[src/dac_ctrl_pkg.sv]
// Behaviour
// RQ1 - Strobe low: frame end updates addressed channel
// RQ2 - Strobe high: write input register only, defer
// RQ3 - Strobe falling edge loads all four channels
// RQ4 - Host keeps strobe driven, never floating
// RQ5 - Clear low forces zero or midscale code
// RQ6 - Serial out changes after rising serial clock
// RQ7 - Shift on falling clock, latch at select rise
// RQ8 - Reset loads all output codes with zero
// RQ9 - Only full-length frames are interpreted
// RQ10 - Clear level chosen by stable configuration input
`default_nettype none
package dac_ctrl_pkg;
    // ****************************************
    // Frame format
    // ****************************************
    localparam int WORD_BITS  = 24;   // Bits per frame
    localparam int DATA_BITS  = 16;   // Code width
    localparam int CHAN_BITS  = 2;    // Channel address width
    localparam int CHAN_LSB   = 16;   // Address position in word
    localparam int CHAN_COUNT = 4;    // Channels
    localparam int CNT_W      = 5;    // Bit counter width
    localparam int FIFO_WORDS = 4;    // Frame buffer depth

    // ****************************************
    // Codes
    // ****************************************
    localparam logic [15:0] ZERO_CODE  = 16'h0000; // Zero-scale
    localparam logic [15:0] MID_CODE   = 16'h8000; // Midscale
    localparam logic [15:0] RESET_CODE = 16'h0000; // Power-on code

    // ****************************************
    // Pin synchroniser positions
    // ****************************************
    localparam int PIN_COUNT = 7;
    localparam int PIN_SCLK  = 0;
    localparam int PIN_SYNC  = 1;
    localparam int PIN_DATA  = 2;
    localparam int PIN_LOAD  = 3;
    localparam int PIN_CLEAR = 4;
    localparam int PIN_MID   = 5;
    localparam int PIN_CHAIN = 6;
    localparam logic [6:0] PIN_IDLE = 7'h1a; // Select, strobe, clear high

    // ****************************************
    // Types
    // ****************************************
    typedef struct packed {
        logic                 direct; // Strobe was low at frame end
        logic [CHAN_BITS-1:0] chan;   // Addressed channel
        logic [DATA_BITS-1:0] data;   // Channel code
    } frame_word_t;

    localparam int FRAME_W = 1 + CHAN_BITS + DATA_BITS;

    typedef logic [CHAN_COUNT-1:0][DATA_BITS-1:0] dac_bank_t;
endpackage : dac_ctrl_pkg
`default_nettype wire

[src/quad_dac_load_clear_control.sv]
`timescale 1ns/10ps
`default_nettype none
module quad_dac_load_clear_control
    import dac_ctrl_pkg::*;
#(
    parameter int FIFO_DEPTH = FIFO_WORDS
) (
    // Clock and reset
    input  wire logic core_clk_in,
    input  wire logic rst_n_in,
    // Serial link pins
    input  wire logic sclk_in,
    input  wire logic frame_sync_n_in,
    input  wire logic serial_in_in,
    output logic      serial_out_out,
    // Update and clear pins
    input  wire logic load_strobe_n_in,
    input  wire logic async_clear_n_in,
    // Configuration
    input  wire logic clear_midscale_in,
    input  wire logic chain_enable_in,
    // Converter codes
    output dac_bank_t dac_code_out
);
    // ****************************************
    // Pin synchronisers
    // ****************************************
    logic [PIN_COUNT-1:0] sync1_q;  // First stage, read by sync2 only
    logic [PIN_COUNT-1:0] sync2_q;  // Stable copy
    logic [PIN_COUNT-1:0] prev_q;   // Delayed copy for edges
    wire  [PIN_COUNT-1:0] pin_raw = {chain_enable_in, clear_midscale_in,
                                     async_clear_n_in, load_strobe_n_in,
                                     serial_in_in, frame_sync_n_in,
                                     sclk_in};

    // Two stages plus edge history
    always_ff @(posedge core_clk_in) begin
        if (!rst_n_in) begin
            sync1_q <= PIN_IDLE;
            sync2_q <= PIN_IDLE;
            prev_q  <= PIN_IDLE;
        end else begin
            sync1_q <= pin_raw;
            sync2_q <= sync1_q;
            prev_q  <= sync2_q;
        end
    end

    // Decoded levels and edges
    wire sclk_fall = prev_q[PIN_SCLK] & ~sync2_q[PIN_SCLK];
    wire sclk_rise = ~prev_q[PIN_SCLK] & sync2_q[PIN_SCLK];
    wire sync_low  = ~sync2_q[PIN_SYNC];
    wire sync_rise = ~prev_q[PIN_SYNC] & sync2_q[PIN_SYNC];
    wire load_low  = ~sync2_q[PIN_LOAD];
    wire load_fall = prev_q[PIN_LOAD] & ~sync2_q[PIN_LOAD];
    wire clear_on  = ~sync2_q[PIN_CLEAR];
    wire mid_sel   = sync2_q[PIN_MID];
    wire chain_on  = sync2_q[PIN_CHAIN];
    wire ser_bit   = sync2_q[PIN_DATA];

    // ****************************************
    // Input shift register
    // ****************************************
    localparam logic [CNT_W-1:0] FULL_BITS = CNT_W'(WORD_BITS);
    localparam logic [CNT_W-1:0] CNT_MAX   = '1;

    logic [WORD_BITS-1:0] shreg_q;     // Received bits, MSB first
    logic [CNT_W-1:0]     bit_cnt_q;   // Bits in this frame
    logic                 out_bit_q;   // Bit pushed out of the top
    logic                 serial_out_q;// Pin driver
    wire                  shift_en = sclk_fall & sync_low; // RQ7
    wire                  out_en   = sclk_rise & sync_low & chain_on;

    // Counter saturates so long frames never alias to a full one
    wire [CNT_W-1:0] bit_cnt_d = !sync_low ? '0 :
                     (shift_en && bit_cnt_q != CNT_MAX) ?
                     bit_cnt_q + 1'b1 : bit_cnt_q;
    // Output moves only after a rising serial clock, held low while chain is off
    wire serial_out_d = !chain_on ? 1'b0 :
                        out_en ? out_bit_q : serial_out_q; // RQ6

    // Shift on falling serial clock inside a frame
    always_ff @(posedge core_clk_in) begin
        if (!rst_n_in) begin
            shreg_q   <= '0;
            out_bit_q <= 1'b0;
        end else if (shift_en) begin
            shreg_q   <= {shreg_q[WORD_BITS-2:0], ser_bit}; // RQ7
            out_bit_q <= shreg_q[WORD_BITS-1];           // RQ6
        end
    end

    // Counter and serial output
    always_ff @(posedge core_clk_in) begin
        if (!rst_n_in) begin
            bit_cnt_q    <= '0;
            serial_out_q <= 1'b0;
        end else begin
            bit_cnt_q    <= bit_cnt_d;
            serial_out_q <= serial_out_d;
        end
    end
    assign serial_out_out = serial_out_q;

    // ****************************************
    // Frame buffer
    // ****************************************
    frame_word_t push_word;
    frame_word_t fifo_word;
    logic        fifo_in_ready;   // Low when buffer is full
    logic        fifo_out_valid;  // Word waiting
    logic [FRAME_W-1:0] fifo_raw;

    // Word taken only at select rise after exactly one full word
    wire push_valid = sync_rise & (bit_cnt_q == FULL_BITS); // RQ9
    assign push_word.direct = load_low;                     // RQ1
    assign push_word.chan   = shreg_q[CHAN_LSB +: CHAN_BITS];
    assign push_word.data   = shreg_q[DATA_BITS-1:0];
    assign fifo_word        = frame_word_t'(fifo_raw);
    // Drain stalls while clear holds, words wait in the buffer
    wire drain_ready = ~clear_on;
    wire drain_fire  = fifo_out_valid & drain_ready;

    frame_fifo #(
        .WIDTH (FRAME_W),
        .DEPTH (FIFO_DEPTH)
    ) u_fifo (
        .core_clk_in   (core_clk_in),
        .rst_n_in      (rst_n_in),
        .in_valid_in   (push_valid),
        .in_ready_out  (fifo_in_ready),
        .in_data_in    (push_word),
        .out_valid_out (fifo_out_valid),
        .out_ready_in  (drain_ready),
        .out_data_out  (fifo_raw)
    );

    // ****************************************
    // Input and converter registers
    // ****************************************
    dac_bank_t input_q;       // Staged codes
    dac_bank_t input_d;
    dac_bank_t dac_q;         // Live codes
    dac_bank_t dac_d;
    logic      pending_q;     // Strobe fell, bank load owed

    // Bank load waits until earlier frames are applied
    wire apply_fire = pending_q & ~fifo_out_valid;             // RQ3
    // A new strobe edge wins over the completing load
    wire pending_d  = load_fall | (pending_q & ~apply_fire);
    wire [DATA_BITS-1:0] clear_code = mid_sel ? MID_CODE
                                              : ZERO_CODE;     // RQ10

    for (genvar ch = 0; ch < CHAN_COUNT; ch++) begin : g_chan
        wire hit = drain_fire & (fifo_word.chan == CHAN_BITS'(ch));
        // Every frame stages its code
        assign input_d[ch] = hit ? fifo_word.data : input_q[ch]; // RQ2
        // Clear first, then bank load, then direct update
        assign dac_d[ch] = clear_on ? clear_code :               // RQ5
                           apply_fire ? input_q[ch] :            // RQ3
                           (hit && fifo_word.direct) ?
                           fifo_word.data : dac_q[ch];           // RQ1
    end

    // Register banks; reset puts the power-on code out
    always_ff @(posedge core_clk_in) begin
        if (!rst_n_in) begin
            input_q   <= {CHAN_COUNT{RESET_CODE}};
            dac_q     <= {CHAN_COUNT{RESET_CODE}};               // RQ8
            pending_q <= 1'b0;
        end else begin
            input_q   <= input_d;
            dac_q     <= dac_d;
            pending_q <= pending_d;
        end
    end
    assign dac_code_out = dac_q;
endmodule : quad_dac_load_clear_control
`default_nettype wire

[src/frame_fifo.sv]
`timescale 1ns/10ps
`default_nettype none
module frame_fifo #(
    parameter int WIDTH = 8,
    parameter int DEPTH = 4
) (
    // Clock and reset
    input  wire logic             core_clk_in,
    input  wire logic             rst_n_in,
    // Fill side
    input  wire logic             in_valid_in,
    output logic                  in_ready_out,
    input  wire logic [WIDTH-1:0] in_data_in,
    // Drain side
    output logic                  out_valid_out,
    input  wire logic             out_ready_in,
    output logic [WIDTH-1:0]      out_data_out
);
    // ****************************************
    // Storage and pointers
    // ****************************************
    localparam int PW = (DEPTH > 1) ? $clog2(DEPTH) : 1;
    localparam logic [PW:0]   FULL_CNT = (PW+1)'(DEPTH);
    localparam logic [PW-1:0] LAST_PTR = PW'(DEPTH - 1);

    logic [WIDTH-1:0] mem_q [DEPTH];  // Word storage
    logic [PW-1:0]    wr_q;           // Write pointer
    logic [PW-1:0]    rd_q;           // Read pointer
    logic [PW:0]      cnt_q;          // Words held
    wire              push = in_valid_in & in_ready_out;
    wire              pop  = out_valid_out & out_ready_in;

    // Honest flags from the word count
    assign in_ready_out  = (cnt_q != FULL_CNT);
    assign out_valid_out = (cnt_q != '0);
    assign out_data_out  = mem_q[rd_q];

    // Storage write
    always_ff @(posedge core_clk_in) begin
        if (push) begin
            mem_q[wr_q] <= in_data_in;
        end
    end

    // Pointers and count
    always_ff @(posedge core_clk_in) begin
        if (!rst_n_in) begin
            wr_q  <= '0;
            rd_q  <= '0;
            cnt_q <= '0;
        end else begin
            if (push) begin
                wr_q <= (wr_q == LAST_PTR) ? '0 : wr_q + 1'b1;
            end
            if (pop) begin
                rd_q <= (rd_q == LAST_PTR) ? '0 : rd_q + 1'b1;
            end
            cnt_q <= cnt_q + (PW+1)'(push) - (PW+1)'(pop);
        end
    end
endmodule : frame_fifo
`default_nettype wire

[config.mk]
export PLATFORM = sky130hd
export DESIGN_NAME = quad_dac_load_clear_control
export DESIGN_NICKNAME = d
export VERILOG_FILES = /design/src/dac_ctrl_pkg.sv /design/src/quad_dac_load_clear_control.sv /design/src/frame_fifo.sv
export SDC_FILE = /design/constraint.sdc
export NUM_CORES = 1
export LEC_CHECK = 0
export ABC_CLOCK_PERIOD_IN_PS = 2300
export BUFFER_PORTS_ARGS = -buffer_cell sky130_fd_sc_hd__buf_2
export CELL_PAD_IN_SITES_DETAIL_PLACEMENT = 0
export CELL_PAD_IN_SITES_GLOBAL_PLACEMENT = 2
export CORE_ASPECT_RATIO = 1.4
export CORE_MARGIN = 4
export CORE_UTILIZATION = 41
export DETAILED_ROUTE_END_ITERATION = 10
export GPL_ROUTABILITY_DRIVEN = 0
export PLACE_DENSITY_LB_ADDON = 0.1
export SYNTH_ARGS = -nofsm -noshare
export SYNTH_HDL_FRONTEND = slang
export SYNTH_SLANG_ARGS = --single-unit
[constraint.sdc]
create_clock -name core_clk_in -period 2.3 [get_ports core_clk_in]
set_input_delay 0.575 -clock core_clk_in [delete_from_list [all_inputs] [get_ports core_clk_in]]
set_output_delay 0.575 -clock core_clk_in [all_outputs]
set_load 0.005 [all_outputs]
Yosys cells after proc, flatten, opt, wreduce, memory -nomap -nowiden
Memories as Yosys holds them, arrays and structs flattened. A register that Yosys moved wholly into a read port is not among the register bits.
Index checks and enable logic that the tools add are counted.
Cells by class
  reductions and logical operators: 9
  eq/ne operators: 12
  bitwise logic cells: 25
  $add $sub $neg: 5
  multiplexer cells: 19
Operators by type and width (count)
  $mux W16: 13
  $and A1 B1 Y1: 16
  $ne A3 B1 Y1 const B: 4
  $eq A2 B2 Y1 const B: 4
  $mux W2: 4
  $not A1 Y1: 8
  $add A5 B1 Y5 const B: 1
  $eq A5 B5 Y1 const B: 1
  $logic_and A1 B1 Y1: 5
  $ne A5 B5 Y1 const B: 1
  $add A2 B1 Y2 const B: 2
  $add A3 B1 Y3: 1
  $ne A3 B3 Y1 const B: 1
  $reduce_bool A3 Y1: 1
  $sub A3 B1 Y3: 1
  $eq A2 B1 Y1 const B: 1
  $logic_not A2 Y1: 1
  $mux W1: 2
  $reduce_and A2 Y1: 1
  $reduce_or A2 Y1: 1
  $or A1 B1 Y1: 1
Word-level totals
  input port bits: 9
  bits in writable memories: 76
  bits in registers: 185
  memories: 1
  word-level logic and storage cells: 90
  output and inout bits: 65
Memory list
  u_fifo.mem_q: depth 4, width 19, read ports 1, clocked after memory_dff 1, wr ports 1, line frame_fifo.sv:26  | logic [WIDTH-1:0] mem_q [DEPTH];

Depth between registers and ports, before layout
Gate-level depths: netlist of run 1.
  depth in word-level cells: 7
  gate-level depth with buffers: 9
  mapped depth without buffers: 9

Modules after synthesis
A second synthesis of run 1 with hierarchy kept.
Second synthesis, totals
  cell total of the unflattened synthesis: 968
  area total of the unflattened synthesis: 10348.7 um^2
By module, submodules not included
  quad_dac_load_clear_control: cells an instance 817, seq. area each 3543.4 um^2, area each 7124.3 um^2, instances 1
  frame_fifo: cells an instance 151, seq. area each 2462.4 um^2, area each 3224.3 um^2, instances 1

Least setup slack after synthesis of run 1
OpenSTA, ideal clock, no wires.
  path type: register -> register
  start point: register u_fifo.cnt_q[2]
  end point: register u_fifo.cnt_q[2]
  arrival time: 1.924 ns
  stages on the path, launching flop included: 10
  data required time: 2.185 ns
  setup time: 0.115 ns
  setup slack: 0.261 ns
  clock period less this slack: 2.039 ns
  buffers on the path: 1
  cells stage by stage: dfxtp_1 > clkbuf_1 > o31a_1 > nand2_1 > o21ai_0 > ha_1 > fa_1 > xnor2_1 > xnor2_1 > and2_1
Between the ends
  longest elaborated chain between the ends: 4
  elaborated cells between the ends (all ways): 6
  those cells by class: add/sub (2); eq/ne (1); bitwise (2); reduce/logical (1)
RTL lines
  start, declared: line frame_fifo.sv:29  | logic [PW:0] cnt_q;
  start signal, assigned: line frame_fifo.sv:58  | cnt_q <= cnt_q + (PW+1)'(push) - (PW+1)'(pop);
  $ne A3 B3 Y1: line frame_fifo.sv:34  | assign in_ready_out = (cnt_q != FULL_CNT);
  $and A1 B1 Y1: line frame_fifo.sv:30  | wire push = in_valid_in & in_ready_out;
  $add A3 B1 Y3: line frame_fifo.sv:58
  $sub A3 B1 Y3 *: line frame_fifo.sv:58
Mark *: on every way between the ends. The rest lies on a longest branch, timed or not.
A chain may end at the register's enable or synchronous reset.

Worst setup path after layout of run 1
  start point: register u_fifo.cnt_q[0]
  end point: register dac_q (netlist bit dac_code_out[5])
Between the ends
  longest elaborated chain between the ends: 5
  elaborated cells between the ends (all ways): 9
  those cells by class: eq/ne (1); mux (2); bitwise (4); reduce/logical (2)
RTL lines
  $reduce_bool A3 Y1 *: line frame_fifo.sv:35  | assign out_valid_out = (cnt_q != '0);
  $and A1 B1 Y1 / $not A1 Y1 (equally long branches): line quad_dac_load_clear_control.sv:122, quad_dac_load_clear_control.sv:148
  $and A1 B1 Y1 (on tied branches): line quad_dac_load_clear_control.sv:155, quad_dac_load_clear_control.sv:148
  $logic_and A1 B1 Y1 / $mux W16 (equally long branches): line quad_dac_load_clear_control.sv:161, quad_dac_load_clear_control.sv:160
  $ne A3 B1 Y1 (no line) / $mux W16 (equally long branches)
  end signal, assigned: line quad_dac_load_clear_control.sv:169  | dac_q <= {CHAN_COUNT{RESET_CODE}};
  end, declared: line quad_dac_load_clear_control.sv:143  | dac_bank_t dac_q;
Marks and branches as above.

==> qor.csv, run 1 <==
stage,metric,value,unit
yosys,post-synth cell types,46,
finish,final net count,960,
setup_path,CP endpoint,dac_code_out[5],
hold_path,hold path startpoint,load_strobe_n_in,
sta,final setup fails,0,
sta,Slew @ Worst Pin,0.968,ns
global_route,grt ovf,0,
clock_tree,CTS tree,built,
die,I/O pin count,74,
route,via density per instance,5.05,
die,# rows,68,
yosys,post-synthesis sequential area ratio,57.7,%
sta,setup TNS,0,ns
yosys,Synth async-reset ratio,0,%
die,die width,143,microns
route,DRT iter0 DRCs,197,
clock_tree,"Hold-fix buffers, CTS",0,
route,WL per Instance,17.7,microns
yosys,post-synthesis area per instance,12.2,sq um
die,Core Area,24800,sq um
die,die area,28000,sq um
finish,Non-Filler Instances,1278,
placed_design,Placed Area,11300,sq um
sta,Final Hold Vio Count,0,
setup_path,startpoint types,flip-flop,
global_route,vias in the first global route,6642,
placed_design,Port Buffers,73,
sta,RSZ-0062 raised after global routing,no,
finish,Final Cell Area,12300,sq um
route,DRT Wirelength,22.6,mm
route,post-detailed-route count of antenna-violating nets,0,
yosys,Ys Warns,0,
die,Chip Height,197,microns
clock_tree,cts repair resizes,0,
setup_path,Worst Path Buf+Inv,1,
yosys,most frequent cell after synthesis,dfxtp_1,
power,Lkg Pwr,4.62,nW
clock_tree,"Clk pin slew, worst setup/hold paths",0.06,ns
global_route,largest net degree at the start of global routing,59,
sta,FMAX,467,MHz
finish,Antenna diodes,0,
power,VDD IR max,0.599,mV
setup_path,Critical Path Max Stage Delay,0.85,ns
sta,Slew Limit Fails,0,
global_route,initial antenna violation count,0,
yosys,Area contributors post-synth,"dfxtp_1, edfxtp_1, mux2i_1",
setup_path,Required @ worst endpoint,2.70,ns
sta,post-route clock period utilization,93.0,%
setup_path,family with the most delay on the worst path,simple AND/OR/NAND/NOR gates,
clock_tree,TritonCTS buffer count,28,
sta,Setup Skew,0.0198,ns
setup_path,worst reg2reg path depth,4,
route,DRC,0,
power,Overall Power,13.7,mW
route,number of iterations in the first detailed-routing pass,4,
yosys,synthesized flop and latch total,262,
sta,max_slew headroom,35.0,%
placed_design,dpl cells,1226,
status,status,finished clean,
die,Starting Density,41.9,%
setup_path,worst-path fanout max,43,
clock_tree,Post-CTS Setup Repair Bufs,0,
setup_path,Setup CP Type,flip-flop to flip-flop,
global_route,GRT Total Usage,16.0,%
yosys,cells after synthesis,850,
setup_path,critical-path cell list,"or4b_2, buf_4, o21bai_1, mux2i_1",
clock_tree,H-tree depth,1,
finish,Area Growth Syn to Fin,18.6,%
clock_tree,Skew-Pair Late Insertion Delay,0.53,ns
yosys,cell area after synthesis,10400,sq um
yosys,top cell type by total area after synthesis,dfxtp_1,
finish,share of layout cells above drive strength 1,20.0,%
yosys,ys flop type,dfxtp_1,
setup_path,WP data arrival,2.54,ns
hold_path,worst hold path class,input pin to flip-flop,
setup_path,Setup crit end kind,flip-flop,
clock_tree,Clock Path Buffers,3,
power,power density cells,1110,nW/um^2
yosys,Synth top cells by count,"dfxtp_1, mux2i_1, nand2_1, edfxtp_1, nor2b_1",
setup_path,Critical Path Stages,4,
setup_path,Crit. Startpoint,u_fifo.cnt_q[0],
sta,min cycle time layout,2.14,ns
placed_design,dpl hpwl,15.1,mm
global_route,first-pass GRT wire length,36.1,mm
route,DR vias,6459,
setup_path,slowest CP cell,or4b_2,
setup_path,R2R Setup Slk,0.16,ns
setup_path,worst r2r dst,dac_code_out[5],
job,# Max-Cap Violations,0,
sta,WHS,0.230,ns
yosys,Mapped Nets,869,
clock_tree,Clock Sink Count,262,
setup_path,R2R Path Start,u_fifo.cnt_q[0],
yosys,"EDFF count, synth",76,
clock_tree,root buf cell,clkbuf_16,
yosys,Yosys top cell area share,35.8,%
[through the flow]
stage	utilization, %	setup WS, ns
2_1_floorplan	-	0.261
3_5_place_dp	45.6	0.130
4_1_cts	49.7	0.0828
5_1_grt	49.7	0.0993
3_3_place_gp	45.6	0.157
6_report	49.7	0.160
[layout by cell type (no fill, tap or decap), types with 2 or more instances in the layout]
| cell | count |
|---|---|
| a21boi_0 | 28 |
| a21oi_1 | 3 |
| a31o_2 | 4 |
| and2_1 | 17 |
| buf_12 | 11 |
| buf_2 | 72 |
| buf_4 | 29 |
| bufinv_16 | 6 |
| clkbuf_16 | 29 |
| clkinv_1 | 3 |
| clkinv_2 | 4 |
| clkinv_4 | 2 |
| clkinvlp_4 | 6 |
| dfxtp_1 | 185 |
| edfxtp_1 | 76 |
| ha_1 | 9 |
| inv_1 | 7 |
| mux2i_1 | 131 |
| mux4_1 | 6 |
| mux4_2 | 13 |
| nand2_1 | 129 |
| nand2b_1 | 8 |
| nor2_1 | 5 |
| nor2b_1 | 68 |
| nor3b_2 | 3 |
| o21ai_0 | 19 |
| o21bai_1 | 60 |
| o311ai_4 | 3 |
| xnor2_1 | 3 |
| xor2_1 | 2 |
[logic make-up after synthesis]
family                   synth area share, %
flip-flops                              57.7
AND/OR/NAND/NOR                         11.7
buffers and inverters                   2.96
XOR/XNOR                               0.421
adder cells (fa/ha/maj)                 1.27
multiplexers                            16.9
AO/OA/AOI/OAI                           9.02
[layout make-up]
type / count / area, sq um
clock buffer: 30 / 729
clock inverter: 22 / 279
sequential: 262 / 6010
fill: 2205 / 12500
multi-input combinational: 529 / 4110
inverter: 8 / 30.0
timing repair buffer: 112 / 798
tap: 315 / 394
[per-layer routing]
| layer | vias up | routed length (microns) | global-route usage (%) | share of wire (%) |
|---|---|---|---|---|
| met2 | 110 | 11400 | 29.0 | 50 |
| li1 | 3169 | - | - | - |
| met5 | - | 0 | 0 | 0 |
| met1 | 3145 | 9850 | 19.6 | 44 |
| met4 | 0 | 495 | 4.68 | 2.2 |
| met3 | 35 | 841 | 2.50 | 3.7 |
[how the worst min path moves through the flow]
stage                  to  slack, ns  cells after the start
6_report       sync1_q[3]       0.23                      2
5_1_grt        sync1_q[3]       0.21                      2
4_1_cts        sync1_q[3]       0.20                      2
3_5_place_dp   sync2_q[4]       0.40                      1
3_3_place_gp   sync2_q[4]       0.39                      1
2_1_floorplan  sync2_q[1]       0.39                      1
[power breakdown]
group | total (mW) | internal [mW] | switching, mW
Sequential | 5.59 | 5.26 | 0.326
Combinational | 3.25 | 1.57 | 1.68
Clock | 4.81 | 2.97 | 1.84
[registers in the layout, indices dropped and copies added, names as in the netlist, named ones only]
name / cells
sync1_q: 7
dac_code_out: 64
sync2_q: 7
u_fifo.cnt_q: 3
u_fifo.rd_q: 2
bit_cnt_q: 5
u_fifo.wr_q: 2
serial_out_out: 1
shreg_q: 24
prev_q: 3
input_q: 64
pending_q: 1
u_fifo.mem_q: 76
out_bit_q: 1
Note: power is estimated with default switching activity, not from simulation.
==> run 2, diff against run 1 <==
REMOVE_ABC_BUFFERS = 1   (was default)
==> qor.csv, run 2 (synthesis results as in run 1) <==
stage,metric,value,unit,change
finish,"most common cell after layout, fill and taps aside",dfxtp_1,,
finish,Reg with most FFs,u_fifo.mem_q,,
sta,max_slew headroom,62.2,%,+27 points
placed_design,dpl hpwl,14.7,mm,-3.1%
route,via density per instance,5.01,,-0.94%
finish,most frequent cells in the layout,"dfxtp_1, mux2i_1, nand2_1, edfxtp_1, buf_2",,
finish,Final Cell Area,12200,sq um,-1.5%
clock_tree,Clock Path Buffers,3,,unchanged
setup_path,slowest CP cell,mux4_1,,
finish,share of layout cells above drive strength 1,18.9,%,-1.2 points
clock_tree,CTS tree,built,,
die,Chip Height,197,microns,unchanged
route,DRT iter0 DRCs,204,,+3.6%
sta,Slew @ Worst Pin,0.567,ns,-0.401 ns
placed_design,Port Buffers,73,,unchanged
setup_path,WP data arrival,2.64,ns,+0.10 ns
clock_tree,Skew-Pair Late Insertion Delay,0.55,ns,+0.02 ns
power,power density cells,1100,nW/um^2,-0.85%
route,DRT Wirelength,22.3,mm,-1.2%
global_route,grt ovf,0,,unchanged
clock_tree,root buf cell,clkbuf_16,,
clock_tree,H-tree depth,1,,unchanged
route,met3 WL,787,microns,-6.4%
job,# Max-Cap Violations,0,,unchanged
die,Core Area,24800,sq um,unchanged
setup_path,worst-path fanout max,13,,-70%
clock_tree,Clock Sink Count,262,,unchanged
route,DRC,0,,unchanged
die,I/O pin count,74,,unchanged
clock_tree,cts repair resizes,0,,unchanged
hold_path,worst hold path class,input pin to flip-flop,,
setup_path,startpoint types,flip-flop,,
clock_tree,TritonCTS buffer count,27,,-3.6%
finish,Area Growth Syn to Fin,16.8,%,
placed_design,Placed Area,11200,sq um,-1.1%
sta,Final Hold Vio Count,0,,unchanged
power,Lkg Pwr,4.54,nW,-1.7%
sta,FMAX,453,MHz,-3.1%
sta,setup TNS,0,ns,unchanged
clock_tree,"Clk pin slew, worst setup/hold paths",0.07,ns,about the same
route,post-detailed-route count of antenna-violating nets,0,,unchanged
die,die width,143,microns,unchanged
setup_path,Critical Path Max Stage Delay,0.71,ns,-0.14 ns
route,highest metal used,met4,,
finish,Antenna diodes,0,,unchanged
global_route,largest net degree at the start of global routing,75,,+27%
sta,Setup Skew,0.0230,ns,+0.00325 ns
setup_path,Setup crit end kind,flip-flop,,
route,met2 WL,11.8,mm,+3.6%
status,status,finished clean,,
setup_path,family with the most delay on the worst path,multiplexers,,
route,WL per Instance,17.7,microns,-0.15%
global_route,first-pass GRT wire length,35.8,mm,-0.86%
global_route,initial antenna violation count,0,,unchanged
setup_path,critical-path cell list,"buf_12, mux4_1, o21ai_0, o21bai_1, mux2i_1",,
setup_path,Setup CP Type,flip-flop to flip-flop,,
sta,WHS,0.218,ns,-0.0124 ns
finish,Filler Cells Inserted,2222,,+0.77%
setup_path,Worst Path Buf+Inv,1,,unchanged
route,DR vias,6328,,-2.0%
power,VDD IR max,0.638,mV,+6.5%
global_route,GRT Total Usage,16.0,%,-0.034 points
die,die area,28000,sq um,unchanged
sta,min cycle time layout,2.21,ns,+0.0694 ns
clock_tree,"Hold-fix buffers, CTS",0,,unchanged
global_route,vias in the first global route,6524,,-1.8%
route,number of iterations in the first detailed-routing pass,4,,unchanged
die,# rows,68,,unchanged
sta,final setup fails,0,,unchanged
finish,final net count,948,,-1.3%
sta,Slew Limit Fails,0,,unchanged
finish,max reg flops,76,,unchanged
sta,post-route clock period utilization,96.0,%,+3.0 points
die,Starting Density,41.9,%,unchanged
setup_path,Required @ worst endpoint,2.73,ns,+0.03 ns
route,wl on met1,9.29,mm,-5.7%
sta,RSZ-0062 raised after global routing,no,,
clock_tree,Post-CTS Setup Repair Bufs,0,,unchanged
-- run 2: cell types whose count changed in the layout (fill, tap and decap cells not counted), moves of 2 or more --
cell,change
clkbuf_1,+2
clkinvlp_4,-4
clkbuf_16,-2
clkbuf_8,+3
clkinv_2,-2
bufinv_16,-3
inv_6,+5
clkinv_1,-3
buf_12,-3
buf_4,-8
-- run 2: path summary, 6_finish.rpt --
path | from | endpoint | slack (ns) | cells after the start
worst max register to register | flip-flop | dac_code_out[7] | 0.09 | 5
worst max-delay path | flip-flop | dac_code_out[7] | 0.09 | 5
worst min-delay path | load_strobe_n_in | sync1_q[3] | 0.22 | 2
worst min register to register | sync1_q[3] | sync2_q[3] | 0.41 | 1
-- run 2: layout make-up --
| class | instances | area (sq um) | area share (%) |
|---|---|---|---|
| Sequential cell | 262 | 6010 | 49.4 |
| Multi-Input combinational cell | 529 | 4110 | 33.8 |
| Clock buffer | 33 | 728 | 5.99 |
| Timing Repair Buffer | 101 | 678 | 5.58 |
| Tap cell | 315 | 394 | 3.24 |
| Clock inverter | 16 | 213 | 1.75 |
| Inverter | 8 | 30.0 | 0.247 |
-- run 2: power breakdown --
part / switching [mW] / leakage [nW] / total, mW / internal, mW
Combinational: 1.67 / 1.87 / 3.19 / 1.52
Sequential: 0.326 / 2.22 / 5.59 / 5.26
Clock: 1.91 / 0.456 / 4.56 / 2.65
Total: 3.90 / 4.54 / 13.3 / 9.43
-- run 2: routing by layer --
| layer | track usage (%) | vias up |
|---|---|---|
| li1 | - | 3142 |
| met5 | 0 | - |
| met1 | 19.2 | 3063 |
| met3 | 2.23 | 36 |
| met2 | 29.8 | 87 |
| met4 | 3.95 | 0 |
-- run 2: metrics by stage --
step / power [mW] / setup slack (ns) / utilization (%) / instances
after global placement: 8.87 / 0.102 / 45.1 / 1215
after floorplan: 7.72 / -1.58 / - / 799
after detailed placement: 8.96 / 0.0779 / 45.1 / 1215
after CTS: 13.5 / 0.0817 / 48.9 / 1264
after global routing: 14.0 / 0.00316 / 48.9 / 1264
final: 13.3 / 0.0911 / 48.9 / 1264
==> run 3, diff against run 2 <==
ABC_CLOCK_PERIOD_IN_PS = 2400   (was 2300)
clock period = 2.4 ns   (was 2.3 ns; I/O delays follow)
==> qor.csv, run 3 (synthesis results as in run 1) <==
stage,metric,value,unit,change
sta,post-route clock period utilization,93.4,%,-2.6 points
clock_tree,TritonCTS buffer count,27,,unchanged
clock_tree,"Clk pin slew, worst setup/hold paths",0.06,ns,about the same
status,status,finished clean,,
sta,Slew @ Worst Pin,0.889,ns,+0.322 ns
die,I/O pin count,74,,unchanged
route,DRC,0,,unchanged
route,number of iterations in the first detailed-routing pass,4,,unchanged
sta,Slew Limit Fails,0,,unchanged
finish,most frequent cells in the layout,"dfxtp_1, mux2i_1, nand2_1, edfxtp_1, buf_2",,
finish,"most common cell after layout, fill and taps aside",dfxtp_1,,
clock_tree,Skew-Pair Late Insertion Delay,0.55,ns,about the same
finish,max reg flops,76,,unchanged
route,DRT iter0 DRCs,195,,-4.4%
clock_tree,root buf cell,clkbuf_16,,
setup_path,worst-path fanout max,10,,-3
die,Core Area,24800,sq um,unchanged
route,post-detailed-route count of antenna-violating nets,0,,unchanged
sta,max_slew headroom,40.4,%,-22 points
sta,FMAX,446,MHz,-1.5%
sta,setup TNS,0,ns,unchanged
die,Starting Density,41.9,%,unchanged
global_route,vias in the first global route,6428,,-1.5%
setup_path,family with the most delay on the worst path,simple AND/OR/NAND/NOR gates,,
setup_path,Critical Path Max Stage Delay,0.74,ns,+0.03 ns
power,power density cells,1040,nW/um^2,-5.5%
setup_path,Setup CP Type,flip-flop to flip-flop,,
die,die width,143,microns,unchanged
setup_path,Worst Path Buf+Inv,1,,unchanged
clock_tree,"Hold-fix buffers, CTS",0,,unchanged
setup_path,critical-path cell list,"mux4_2, nor3b_2, buf_12, mux2i_1, nor2b_1",,
clock_tree,Clock Path Buffers,3,,unchanged
power,VDD IR max,0.621,mV,-2.7%
placed_design,dpl hpwl,15.1,mm,+3.0%
finish,Reg with most FFs,u_fifo.mem_q,,
sta,min cycle time layout,2.24,ns,+0.0330 ns
die,die area,28000,sq um,unchanged
global_route,GRT Total Usage,16.4,%,+0.42 points
global_route,first-pass GRT wire length,36.3,mm,+1.5%
sta,final setup fails,0,,unchanged
setup_path,startpoint types,flip-flop,,
die,Chip Height,197,microns,unchanged
power,Lkg Pwr,4.51,nW,-0.55%
finish,Final Cell Area,12100,sq um,-0.63%
placed_design,Placed Area,11200,sq um,about the same
hold_path,worst hold path class,input pin to flip-flop,,
route,via density per instance,5.05,,+0.79%
setup_path,WP data arrival,2.67,ns,+0.03 ns
setup_path,slowest CP cell,nor3b_2,,
route,DRT Wirelength,23.1,mm,+3.7%
job,# Max-Cap Violations,0,,unchanged
placed_design,Port Buffers,73,,unchanged
sta,Setup Skew,0.0213,ns,-0.00174 ns
clock_tree,H-tree depth,1,,unchanged
die,# rows,68,,unchanged
global_route,initial antenna violation count,0,,unchanged
sta,Final Hold Vio Count,0,,unchanged
setup_path,Required @ worst endpoint,2.83,ns,+0.10 ns
finish,share of layout cells above drive strength 1,18.3,%,-0.60 points
finish,Area Growth Syn to Fin,16.1,%,
route,DR vias,6398,,+1.1%
clock_tree,CTS tree,built,,
finish,Antenna diodes,0,,unchanged
power,Overall Power,12.5,mW,-6.1%
global_route,grt ovf,0,,unchanged
clock_tree,Clock Sink Count,262,,unchanged
route,WL per Instance,18.2,microns,+3.4%
setup_path,Setup crit end kind,flip-flop,,
finish,final net count,951,,+0.32%
sta,RSZ-0062 raised after global routing,no,,
global_route,largest net degree at the start of global routing,82,,+9.3%
run 3: final timing paths:
kind                            depth (start not counted)  slack (ns)           to             from
worst max-delay path                                    5        0.16  input_q[36]        flip-flop
worst min register to register                          1        0.41   sync2_q[3]       sync1_q[3]
worst min-delay path                                    2        0.24   sync1_q[1]  frame_sync_n_in
worst max register to register                          5        0.16  input_q[36]        flip-flop
run 3: per-layer routing:
| layer | track usage, % | wire length (microns) | vias to the layer above |
|---|---|---|---|
| met1 | 20.2 | 9810 | 3118 |
| met4 | 4.58 | 552 | 0 |
| met3 | 2.23 | 788 | 36 |
| li1 | - | - | 3142 |
| met2 | 29.9 | 12000 | 102 |
| met5 | 0 | 0 | - |
run 3: area by class of cell:
type	count	area, sq um
inverters	8	30.0
flip-flops and latches	262	6010
fillers	2266	12800
multi-input cells	529	4110
clock inverters	22	171
repair buffers	104	692
well taps	315	394
clock buffers	28	679
run 3: power breakdown:
group	leakage, nW	internal (mW)	total (mW)	switching, mW
sequential	2.22	5.04	5.34	0.298
combinational	1.88	1.47	3.13	1.66
clock	0.418	2.28	4.06	1.77
total	4.51	8.80	12.5	3.73
run 3: stage by stage:
step                      setup slack, ns  utilization [%]  std cells  hold slack, ns
after floorplan                     -1.48                -        799           0.386
after global placement             0.0498             45.2       1218           0.392
after detailed placement           0.0390             45.2       1218           0.397
after CTS                          0.0339             48.6       1268           0.214
after global routing               0.0523             48.6       1268           0.220
final                               0.158             48.6       1268           0.237
run 3: timing repair:
action / CTS / global route
gates resized for setup: 0 / 10
buffers inserted: 0 / 0
setup endpoints to repair: 0 / 34
